### src/verilog/rqc_defines.svh
// register offsets, bit positions and reset values of the receive queue command block
`ifndef RQC_DEFINES_SVH
`define RQC_DEFINES_SVH
`define RQC_CMD_IDX          8'h82
`define RQC_CMD_ADDR         12'h208
`define RQC_STAT_ADDR        12'h300
`define RQC_MASK_ADDR        12'h304
`define RQC_THR_ADDR         12'h308
`define RQC_ISR_ADDR         12'h30c
`define RQC_BIT_DUR_HIT      12
`define RQC_BIT_BYTE_HIT     11
`define RQC_BIT_FRM_HIT      10
`define RQC_BIT_ALIGN        9
`define RQC_BIT_DUR_EN       7
`define RQC_BIT_BYTE_EN      6
`define RQC_BIT_FRM_EN       5
`define RQC_BIT_DEQ_EN       4
`define RQC_BIT_DMA          3
`define RQC_BIT_REL          0
`define RQC_BIT_RX_IRQ       13
`define RQC_CMD_RESET        16'h0000
`define RQC_CMD_RW_MASK      16'he2f1
`define RQC_EV_RELEASED      0
`define RQC_EV_RX_IRQ        1
`define RQC_EV_BLOCKED       2
`define RQC_RESP_OKAY        2'h0
`define RQC_RESP_SLVERR      2'h2
`define RQC_RESP_DECERR      2'h3
`endif

### src/verilog/rqc_pkg.sv
// types of the receive queue command block
package rqc_pkg;
  typedef enum logic [1:0] {
    RQC_REL_IDLE = 2'b00,
    RQC_REL_BUSY = 2'b01
  } rqc_rel_e;
  typedef logic [15:0] rqc_word_t;
endpackage

### src/verilog/rqc_receive_queue_command.sv
// receive queue command register bank with axi4-lite slave
// How it works
// - bit 12 reports duration threshold cause
// - bit 11 reports byte count cause
// - bit 10 reports frame count cause
// - status bits refresh on interrupt acknowledge
// - bit 9 enables two byte header offset
// - bit 7 enables duration threshold interrupt
// - bit 6 enables byte count interrupt
// - bit 5 enables frame count interrupt
// - bit 4 enables automatic frame dequeue
// - open window blocks other registers
// - release bit self clears when freed
//
// Decided for this implementation: register access over AXI4-Lite.
`timescale 1ns/1ps
`include "rqc_defines.svh"
module rqc_receive_queue_command #(
  parameter int ADDR_W = 12
) (
  // clock and reset
  input  wire logic              aclk,
  input  wire logic              aresetn,
  // axi4-lite write address
  input  wire logic [ADDR_W-1:0] s_axi_awaddr,
  input  wire logic              s_axi_awvalid,
  output logic                   s_axi_awready,
  // axi4-lite write data
  input  wire logic [31:0]       s_axi_wdata,
  input  wire logic [3:0]        s_axi_wstrb,
  input  wire logic              s_axi_wvalid,
  output logic                   s_axi_wready,
  // axi4-lite write response
  output logic [1:0]             s_axi_bresp,
  output logic                   s_axi_bvalid,
  input  wire logic              s_axi_bready,
  // axi4-lite read address
  input  wire logic [ADDR_W-1:0] s_axi_araddr,
  input  wire logic              s_axi_arvalid,
  output logic                   s_axi_arready,
  // axi4-lite read data
  output logic [31:0]            s_axi_rdata,
  output logic [1:0]             s_axi_rresp,
  output logic                   s_axi_rvalid,
  input  wire logic              s_axi_rready,
  // threshold conditions from the receive queue
  input  wire logic              duration_exceeded,
  input  wire logic              byte_count_exceeded,
  input  wire logic              frame_count_exceeded,
  // frame release handshake with the queue memory
  output logic                   release_req,
  input  wire logic              release_done,
  // controls to the receive and transmit datapath
  output logic                   header_align_offset_en,
  output logic                   auto_dequeue_en,
  output logic                   dma_window_open,
  output logic                   rx_irq_req,
  // interrupt
  output logic                   irq
);

  // registers
  rqc_pkg::rqc_word_t    cmd_q;
  rqc_pkg::rqc_word_t    cmd_d;
  rqc_pkg::rqc_rel_e     rel_q;
  rqc_pkg::rqc_rel_e     rel_d;
  logic [2:0]            hit_q;
  logic [2:0]            hit_d;
  logic                  dma_q;
  logic                  rx_irq_pend_q;
  logic [2:0]            stat_q;
  logic [2:0]            stat_d;
  logic [2:0]            mask_q;
  logic [ADDR_W-1:0]     awaddr_q;
  logic                  aw_held_q;
  logic [31:0]           wdata_q;
  logic [3:0]            wstrb_q;
  logic                  w_held_q;
  logic                  bvalid_q;
  logic [1:0]            bresp_q;
  logic                  rvalid_q;
  logic [31:0]           rdata_q;
  logic [1:0]            rresp_q;

  // write channel capture: address and data may come in either order
  assign s_axi_awready = !aw_held_q && !bvalid_q;
  assign s_axi_wready  = !w_held_q && !bvalid_q;
  wire aw_hs = s_axi_awvalid && s_axi_awready;
  wire w_hs  = s_axi_wvalid && s_axi_wready;
  wire [ADDR_W-1:0] wr_addr = aw_held_q ? awaddr_q : s_axi_awaddr;
  wire [31:0]       wr_data = w_held_q ? wdata_q : s_axi_wdata;
  wire [3:0]        wr_strb = w_held_q ? wstrb_q : s_axi_wstrb;
  wire aw_have = aw_held_q || aw_hs;
  wire w_have  = w_held_q || w_hs;
  wire wr_go   = aw_have && w_have && !bvalid_q;

  // one-hot register select, shared by the write and read decoders
  function automatic logic [4:0] map_sel(input logic [ADDR_W-1:0] addr);
    map_sel = {addr == ADDR_W'(`RQC_THR_ADDR),
               addr == ADDR_W'(`RQC_ISR_ADDR),
               addr == ADDR_W'(`RQC_STAT_ADDR),
               addr == ADDR_W'(`RQC_MASK_ADDR),
               addr == ADDR_W'(`RQC_CMD_ADDR)};
  endfunction

  // refusal code shared by both response channels
  function automatic logic [1:0] resp_code(input logic mapped,
                                           input logic blocked);
    if (!mapped) begin
      resp_code = `RQC_RESP_DECERR;
    end else if (blocked) begin
      resp_code = `RQC_RESP_SLVERR;
    end else begin
      resp_code = `RQC_RESP_OKAY;
    end
  endfunction

  // address decode; while the dma window is open only the command word answers
  wire [4:0] wsel = map_sel(wr_addr);
  wire wsel_cmd  = wsel[0];
  wire wsel_mask = wsel[1];
  wire wsel_stat = wsel[2];
  wire wsel_isr  = wsel[3];
  wire wmapped   = |wsel;
  wire wblocked  = dma_q && wmapped && !wsel_cmd;
  wire wr_ok     = wr_go && wmapped && !wblocked;
  wire wr_cmd    = wr_ok && wsel_cmd;
  wire wr_lo     = wr_strb[0];
  wire wr_hi     = wr_strb[1];
  wire dma_wr    = wr_cmd && wr_lo;
  wire mask_wr   = wr_ok && wsel_mask && wr_lo;
  wire stat_wr   = wr_ok && wsel_stat && wr_lo;

  // acknowledge of the receive interrupt, one written to bit 13 of the isr word
  wire rx_ack = wr_ok && wsel_isr && wr_hi && wr_data[`RQC_BIT_RX_IRQ];

  // enabled threshold conditions
  wire [2:0] cond_raw = {duration_exceeded, byte_count_exceeded, frame_count_exceeded};
  wire [2:0] cond_en  = {cmd_q[`RQC_BIT_DUR_EN], cmd_q[`RQC_BIT_BYTE_EN], cmd_q[`RQC_BIT_FRM_EN]};
  wire [2:0] cond_on  = cond_raw & cond_en;
  assign rx_irq_req = |cond_on;

  // cause bits are a snapshot taken at acknowledge, so they stay stable while software reads them
  assign hit_d = rx_ack ? cond_on : hit_q;

  // command word next value; read-only and write-only bits are not stored here
  function automatic rqc_pkg::rqc_word_t merge16(input rqc_pkg::rqc_word_t old_v,
                                                 input logic [15:0] new_v,
                                                 input logic lo,
                                                 input logic hi);
    merge16 = {hi ? new_v[15:8] : old_v[15:8], lo ? new_v[7:0] : old_v[7:0]};
  endfunction

  wire rqc_pkg::rqc_word_t cmd_wr = merge16(cmd_q, wr_data[15:0], wr_lo, wr_hi) & `RQC_CMD_RW_MASK;
  // a second release while one is in flight is dropped
  wire rel_start = wr_cmd && wr_lo && wr_data[`RQC_BIT_REL] && (rel_q == rqc_pkg::RQC_REL_IDLE);

  always_comb begin
    cmd_d = cmd_q;
    if (wr_cmd) begin
      cmd_d = {cmd_wr[15:1], cmd_q[`RQC_BIT_REL]};
    end
  end

  // release sequencer: request held until the memory reports it free
  always_comb begin
    rel_d = rel_q;
    unique case (rel_q)
      rqc_pkg::RQC_REL_IDLE: begin
        if (rel_start) begin
          rel_d = rqc_pkg::RQC_REL_BUSY;
        end
      end
      rqc_pkg::RQC_REL_BUSY: begin
        if (release_done) begin
          rel_d = rqc_pkg::RQC_REL_IDLE;
        end
      end
      default: rel_d = rqc_pkg::RQC_REL_IDLE;
    endcase
  end
  wire rel_busy = rel_q == rqc_pkg::RQC_REL_BUSY;
  assign release_req = rel_busy;

  // outputs to the datapath
  assign header_align_offset_en = cmd_q[`RQC_BIT_ALIGN];
  assign auto_dequeue_en        = cmd_q[`RQC_BIT_DEQ_EN];
  assign dma_window_open        = dma_q;

  // sticky events; a set in the clearing cycle wins
  wire rel_fin  = rel_busy && release_done;
  // rising edge only, so a standing condition logs one event
  wire irq_rise = rx_irq_req && !rx_irq_pend_q;
  wire ev_blocked = wr_go && wblocked;
  wire [2:0] ev   = {ev_blocked, irq_rise, rel_fin};
  wire [2:0] stat_clr = stat_wr ? wr_data[2:0] : 3'h0;
  assign stat_d = (stat_q & ~stat_clr) | ev;
  // level output, stays high until software clears the event
  assign irq    = |(stat_q & mask_q);

  // read decode
  wire [4:0] rsel = map_sel(s_axi_araddr);
  wire rsel_cmd  = rsel[0];
  wire rsel_mask = rsel[1];
  wire rsel_stat = rsel[2];
  wire rsel_isr  = rsel[3];
  wire rsel_thr  = rsel[4];
  wire rmapped   = |rsel;
  wire rblocked  = dma_q && rmapped && !rsel_cmd;
  wire [15:0] cmd_view = {cmd_q[15:13], hit_q, cmd_q[9:4], 1'b0, cmd_q[2:1], rel_busy};
  wire [31:0] cmd_word  = {16'h0000, cmd_view};
  wire [31:0] stat_word = {29'h0, stat_q};
  wire [31:0] mask_word = {29'h0, mask_q};
  wire [31:0] thr_word  = {29'h0, cond_raw};
  wire [31:0] isr_word  = {18'h0, rx_irq_req, 13'h0};
  wire [31:0] rd_val = rblocked  ? 32'h0000_0000 :
                       rsel_cmd  ? cmd_word :
                       rsel_stat ? stat_word :
                       rsel_mask ? mask_word :
                       rsel_thr  ? thr_word :
                       rsel_isr  ? isr_word :
                                   32'h0000_0000;
  wire [1:0] rd_resp = resp_code(rmapped, rblocked);
  // one read in flight; the next address waits until rready takes the data
  assign s_axi_arready = !rvalid_q;
  wire ar_hs = s_axi_arvalid && s_axi_arready;

  wire [1:0] wr_resp = resp_code(wmapped, wblocked);

  // responses straight from their registers
  assign s_axi_bvalid = bvalid_q;
  assign s_axi_bresp  = bresp_q;
  assign s_axi_rvalid = rvalid_q;
  assign s_axi_rdata  = rdata_q;
  assign s_axi_rresp  = rresp_q;

  // command word and release sequencer
  always_ff @(posedge aclk) begin
    if (!aresetn) begin
      cmd_q <= `RQC_CMD_RESET;
      rel_q <= rqc_pkg::RQC_REL_IDLE;
    end else begin
      cmd_q <= cmd_d;
      rel_q <= rel_d;
    end
  end

  // cause snapshot and interrupt request history
  always_ff @(posedge aclk) begin
    if (!aresetn) begin
      hit_q         <= 3'h0;
      rx_irq_pend_q <= 1'b0;
    end else begin
      hit_q         <= hit_d;
      rx_irq_pend_q <= rx_irq_req;
    end
  end

  // event status and mask
  always_ff @(posedge aclk) begin
    if (!aresetn) begin
      stat_q <= 3'h0;
      mask_q <= 3'h0;
    end else begin
      stat_q <= stat_d;
      if (mask_wr) begin
        mask_q <= wr_data[2:0];
      end
    end
  end

  // dma window, written by any command write carrying the low byte
  always_ff @(posedge aclk) begin
    if (!aresetn) begin
      dma_q <= 1'b0;
    end else if (dma_wr) begin
      dma_q <= wr_data[`RQC_BIT_DMA];
    end
  end

  // write address holding, for data that arrives later
  always_ff @(posedge aclk) begin
    if (!aresetn) begin
      aw_held_q <= 1'b0;
      awaddr_q  <= '0;
    end else if (wr_go) begin
      aw_held_q <= 1'b0;
    end else if (aw_hs) begin
      aw_held_q <= 1'b1;
      awaddr_q  <= s_axi_awaddr;
    end
  end

  // write data holding, for an address that arrives later
  always_ff @(posedge aclk) begin
    if (!aresetn) begin
      w_held_q <= 1'b0;
      wdata_q  <= 32'h0000_0000;
      wstrb_q  <= 4'h0;
    end else if (wr_go) begin
      w_held_q <= 1'b0;
    end else if (w_hs) begin
      w_held_q <= 1'b1;
      wdata_q  <= s_axi_wdata;
      wstrb_q  <= s_axi_wstrb;
    end
  end

  // write response, raised once both halves are in
  always_ff @(posedge aclk) begin
    if (!aresetn) begin
      bvalid_q <= 1'b0;
      bresp_q  <= `RQC_RESP_OKAY;
    end else if (wr_go) begin
      bvalid_q <= 1'b1;
      bresp_q  <= wr_resp;
    end else if (bvalid_q && s_axi_bready) begin
      bvalid_q <= 1'b0;
    end
  end

  // read valid, held until the master takes the beat
  always_ff @(posedge aclk) begin
    if (!aresetn) begin
      rvalid_q <= 1'b0;
    end else if (ar_hs) begin
      rvalid_q <= 1'b1;
    end else if (rvalid_q && s_axi_rready) begin
      rvalid_q <= 1'b0;
    end
  end

  // read payload, captured at the address handshake
  always_ff @(posedge aclk) begin
    if (!aresetn) begin
      rdata_q <= 32'h0000_0000;
      rresp_q <= `RQC_RESP_OKAY;
    end else if (ar_hs) begin
      rdata_q <= rd_val;
      rresp_q <= rd_resp;
    end
  end

endmodule

### config.mk
export PLATFORM = sky130hd
export DESIGN_NAME = rqc_receive_queue_command
export DESIGN_NICKNAME = d
export VERILOG_FILES = /design/src/verilog/rqc_pkg.sv /design/src/verilog/rqc_receive_queue_command.sv
export VERILOG_INCLUDE_DIRS = /design/src /design/src/verilog
export SDC_FILE = /design/constraint.sdc
export NUM_CORES = 1
export LEC_CHECK = 0
export ABC_AREA = 1
export BUFFER_PORTS_ARGS = -buffer_cell sky130_fd_sc_hd__buf_2
export CORE_UTILIZATION = 45
export DETAILED_ROUTE_END_ITERATION = 10
export PLACE_DENSITY = 0.76
export REMOVE_ABC_BUFFERS = 1
export SLEW_MARGIN = 15
export SYNTH_ARGS = -nofsm -noshare
export SYNTH_HDL_FRONTEND = slang
export SYNTH_SLANG_ARGS = --single-unit
### constraint.sdc
create_clock -name aclk -period 1.6 [get_ports aclk]
set_input_delay 0 -clock aclk [delete_from_list [all_inputs] [get_ports aclk]]
set_output_delay 0 -clock aclk [all_outputs]
set_load 0.02 [all_outputs]
==> results.cfg, run 1 <==
[floorplanning]
initial_core_util_pct = 46.7
io_pins = 118
fp.dieH_um = 88.8
core-area_sq_um = 7250
num_rows = 31
fp.dieW_um = 88.8
die_area_sq_um = 7880

[setup_path]
crit_fanout = 7
crit_arrival_ps = 2120
cp_top_family = simple AND/OR/NAND/NOR gates
startpoint = aw_held_q
timing.rr.start = aw_held_q
r2r_end = stat_q[2]
worst-r2r-setup-slack_ps = -300
reg2regPathDepth = 12
critical_path_buf_inv_count = 4
cpPeakStageDelay_ps = 390
required_ps = 1820
critPathLaunchType = register
end_kind = register
criticalPathCategory = reg2reg
cp_slowest_cell = dfxtp_4
worstPathCellList = inv_6 > buf_6 > nand2_2 > nand2_2 > inv_2 > nor2_4 > nand3_4 > nand3_4 > buf_6 > nand4_1 > o21bai_1 > a21oi_1

[drt]
firstDrtPassIters = 5
vias = 3737
drc_errors = 0
wirelength_um = 9510
wire_per_inst_um = 12.8
drt_iter0_markers = 200
ant_nets = 0
avgViaCountPerCell = 5.04

[pwr]
p_leak_nw = 2.29
p_total_mw = 4.99
vdd.ir_drop.worst_mv = 0.767
power.switching_mw = 1.72
p_int_mw = 3.26
pwr-share-seq_pct = 40.0
combinationalPowerShare_pct = 31.4
power_density_nw_per_um2 = 1030
power.share.clock_pct = 28.6
swShare_pct = 34.6

[cells_and_area]
postLayoutCellArea_sq_um = 4860
final_util_pct = 67.1
layout.nets = 709
syn_to_final_growth_pct = 43.5
diodes = 0
fin_cells = 742
drive_above_1_share_pct = 32.3

[placement]
post-place-ws_ps = -310
gp_congestion = 0.841
dpl.hpwl_um = 5930
port_buffers = 77
place_inst = 687
placed_area_sq_um = 3990

[timing]
max_freq_mhz = 526
slew_headroom_pct = 63.3
rsz0062_at_grt = true
setup_tns_ps = -7280
finalCritPeriodShare_pct = 119
timing.final.ws_setup_ps = -303
setup_viol = 35
hold_viol = 0
whs_ps = 23.7
worst_pin_slew_ps = 551
period_needed_ps = 1900
skew_ps = 9.43
slew_viol_final = 0

[worst_hold_path]
min-delay-path-class = in2reg
hold_depth = 5
min_to = hit_q[0]
hp-start = frame_count_exceeded

[synthesis]
ys.flop_type = dfxtp_1
yosysSeqAreaShare_pct = 40.2
synth_edf_count = 0
avgSynthCellArea_sq_um = 6.82
synth_cell_types = 33
netlist_area_sq_um = 3390
yosys.area.top_type_share_pct = 40.2
synth_seq_cells = 68
ys.warnings.count = 0
ys_top_cells_by_count = nand2_1, nor2_1, dfxtp_1, o21ai_0, inv_1
yosysMostFrequentCell = nand2_1
synth_top_area_cell = dfxtp_1
synthArstFlopShare_pct = 0
yosys-top-cells-area = dfxtp_1, nand2_1, o21ai_0
syn_inst = 497

[global_route]
grt_pass1_wl_um = 13400
antenna_found_initial = 0
grt_pass1_vias = 3171
grt_max_degree = 33
grt_usage_pct = 22.0
gr-total-overflow = 0

[flow_run]
drv_cap = 0

[run_status]
outcome = complete, but fails checks
violations = setup timing

[clock_tree]
clock-sinks = 68
clock_latency_ps = 350
cts_tree = yes
clk_pin_slew_ps = 80
cts_made_buffers = 9
cts_max_path_buffers = 2
clock-root-buffer = clkbuf_8
htree_levels = 3
cell type report:
class	count	area, sq um
clock inverter	7	75.1
clock buffer	9	124
sequential	68	1370
tap	99	124
inverter	65	256
timing repair inverter	1	6.26
multi-input combinational	346	1860
fill	579	2390
timing repair buffer	147	1050
worst min-delay path, cell delays in order:
cell     delay, ps
buf_2          100
nand2_1         50
inv_1           60
nor2_1          40
nor2_1          90
what timing repair did:
item | 4_1_cts | 5_1_grt
pin swaps | 14 | 29
hold buffers | 29 | 0
setup buffers | 5 | 3
gates cloned | 0 | 2
hold endpoints to repair | 30 | 0
gates resized for setup | 29 | 72
setup endpoints to repair | 43 | 47
cell families (layout without fill, tap and decap cells):
| kind of cell | after synthesis | after routing | share of synthesized area [%] |
|---|---|---|---|
| simple gates | 213 | 213 | 28.1 |
| other cells | 1 | 18 | 0.111 |
| buf+inv | 100 | 229 | 13.8 |
| compound gates | 115 | 115 | 17.8 |
| flops | 68 | 68 | 40.2 |
routing by layer:
layer  routed length [um]  share of wire [%]  up-vias  global-route usage (%)
met4                  273                2.9        0                    8.36
li1                     -                  -     1855                       -
met5                    0                  0        -                       0
met2                 4620                 49      152                    38.3
met1                 4110                 43     1701                    26.5
met3                  502                5.3       29                    4.94
flip-flops by register name, summed over array words and instances (netlist names):
register and cells:
mask_q 3, hit_q 3, wdata_q 12, cmd_q 8, aw_held_q 1, dma_window_open 1, w_held_q 1, s_axi_rdata 14
s_axi_bvalid 1, s_axi_rresp 2, s_axi_rvalid 1, s_axi_bresp 2, rel_q 1, wstrb_q 2, stat_q 3, awaddr_q 12
rx_irq_pend_q 1
worst max-delay path by stage:
stage | end | cells past startpoint
after floorplan | wdata_q[0] | 7
after global placement | hit_q[1] | 13
after detailed placement | cmd_q[15] | 12
after CTS | cmd_q[7] | 13
after global routing | dma_window_open | 13
final | stat_q[2] | 12
power groups by stage:
stage	clock network, mW	logic (mW)	registers [mW]
after detailed placement	0	1.15	2.00
after global placement	0	1.12	1.99
after floorplan	0	0.586	2.06
final	1.43	1.57	1.99
after CTS	1.43	1.29	1.97
after global routing	1.52	1.70	2.01
cell usage in the layout (no fill, tap or decap), types with 18 or more instances in the layout:
cell type / n
conb_1: 18
buf_4: 29
nor2_1: 54
dlygate4sd3_1: 29
nand2_1: 74
inv_1: 58
a21oi_1: 37
dfxtp_1: 65
o21ai_0: 50
buf_2: 77
(Power assumes the default switching activity.)
==> inputs of run 2 (changes only) <==
- SETUP_SLACK_MARGIN: default -> 0.05
==> run 2 against run 1 <==
The flow still finishes with violations (setup timing). Critical path depth did not move. Largest cell class unchanged. Fmax rose by 3.2%. Die area stayed put. Wire length fell by 1.5%. Cell area increased by 0.75%. Non-clock buffer count is the same. Clock-buffer cell count stayed put.
==> results.cfg, run 2 (synthesis gave the netlist of run 1 again) <==
[drt]
firstDrtPassIters = 5
wire_per_inst_um = 12.6
vias = 3733
wirelength_um = 9370
drt_iter0_markers = 193
ant_nets = 0
avgViaCountPerCell = 5.03
drc_errors = 0

[pwr]
p_total_mw = 5.02
swShare_pct = 34.5
combinationalPowerShare_pct = 31.8
power.share.clock_pct = 28.3
p_int_mw = 3.29
pwr-share-seq_pct = 39.9
power.switching_mw = 1.73
power_density_nw_per_um2 = 1020
p_leak_nw = 2.30
vdd.ir_drop.worst_mv = 0.729

[placement]
gp_congestion = 0.841
place_inst = 687
dpl.hpwl_um = 5930
placed_area_sq_um = 3990
post-place-ws_ps = -310
port_buffers = 77

[setup_path]
end_kind = register
crit_fanout = 7
critPathLaunchType = register
cpPeakStageDelay_ps = 410
cp_slowest_cell = dfxtp_4
worst-r2r-setup-slack_ps = -240
crit_arrival_ps = 2060
worstPathCellList = inv_6 > nor2_4 > nand2_2 > nand2_2 > inv_2 > nor2_4 > nand3_4 > nand3_4 > buf_6 > nand4_1 > o21bai_1 > a21oi_1
required_ps = 1820
criticalPathCategory = reg2reg

[floorplanning]
die_area_sq_um = 7880
io_pins = 118
num_rows = 31
fp.dieW_um = 88.8
initial_core_util_pct = 46.7
core-area_sq_um = 7250
fp.dieH_um = 88.8

[cells_and_area]
final_common_cell = buf_2
diodes = 0
final_cell_mix = buf_2, nand2_1, dfxtp_1
syn_to_final_growth_pct = 44.6
drive_above_1_share_pct = 32.8
final_util_pct = 67.6
postLayoutCellArea_sq_um = 4900
fin_cells = 742
layout.nets = 709
final.fill_count = 586
largest_reg_flops = 14

[timing]
setup_viol = 35
skew_ps = 7.11
timing.final.ws_setup_ps = -244
worst_pin_slew_ps = 534
max_freq_mhz = 542
slew_headroom_pct = 64.4
period_needed_ps = 1840
setup_tns_ps = -5800
hold_viol = 0
finalCritPeriodShare_pct = 115
rsz0062_at_grt = true
whs_ps = 22.1
slew_viol_final = 0

[run_status]
outcome = complete, but fails checks
violations = setup timing

[clock_tree]
clk_pin_slew_ps = 80
htree_levels = 3
clock-root-buffer = clkbuf_8
cts_max_path_buffers = 2
cts_tree = yes
clock_latency_ps = 350
cts_made_buffers = 9
clock-sinks = 68

[flow_run]
drv_cap = 0

[global_route]
antenna_found_initial = 0
gr-total-overflow = 0
use_met2_pct = 39.2
grt_max_degree = 33
gr-usage-met1_pct = 25.8
use_met3_pct = 4.66
grt_pass1_wl_um = 13300
top_usage_layer = met2
grt_pass1_vias = 3208
grt_usage_pct = 22.0

[worst_hold_path]
min-delay-path-class = in2reg
-- run 2: changes by cell type in the layout (fill, tap and decap cells not counted), moves of 2 or more --
cell | previous run | this run
o21ai_1 | 7 | 3
buf_4 | 29 | 27
dfxtp_2 | 2 | 0
o21ai_2 | 9 | 11
dfxtp_4 | 1 | 3
o21ai_0 | 50 | 52
buf_6 | 10 | 12
-- run 2: path summary, 6_finish.rpt --
path         cells after the start                 start         to
max                             12             aw_held_q  stat_q[2]
min                              5  frame_count_exceeded   hit_q[0]
max reg2reg                     12             aw_held_q  stat_q[2]
min reg2reg                      1         rx_irq_pend_q  stat_q[1]
-- run 2: worst max-delay path, delay by kind of cell, from the launching register on --
family	cells	cell delay, ps
flip-flops	1	410
buffers and inverters	3	220
AND/OR/NAND/NOR	7	820
AO/OA/AOI/OAI	2	260
-- run 2: layout make-up --
type | count | area, sq um | area share (%)
clock inverter | 7 | 75.1 | 1.53
timing repair buffer | 147 | 1060 | 21.6
tap | 99 | 124 | 2.53
inverter | 65 | 256 | 5.23
multi-input combinational | 346 | 1880 | 38.3
sequential | 68 | 1370 | 28.0
clock buffer | 9 | 124 | 2.53
timing repair inverter | 1 | 11.3 | 0.230
-- run 2: power by group through the flow --
stage / Clock, mW / Combinational (mW) / Sequential, mW
after CTS: 1.43 / 1.29 / 1.97
after global routing: 1.51 / 1.73 / 2.02
after detailed placement: 0 / 1.15 / 2.00
after global placement: 0 / 1.12 / 1.99
after floorplan: 0 / 0.586 / 2.06
final: 1.42 / 1.60 / 2.00
-- run 2: per-layer routing --
layer | wire length [um] | share of wire, %
met2 | 4620 | 49
met3 | 578 | 6.2
met1 | 3920 | 42
met4 | 250 | 2.7
met5 | 0 | 0
-- run 2: repair_timing --
action / 4_1_cts / 5_1_grt
buffers inserted: 5 / 3
setup endpoints to repair: 47 / 48
resized for setup: 29 / 80
pin swaps: 14 / 28
hold buffers: 29 / 0
hold endpoints to repair: 30 / 0
gates cloned: 0 / 2
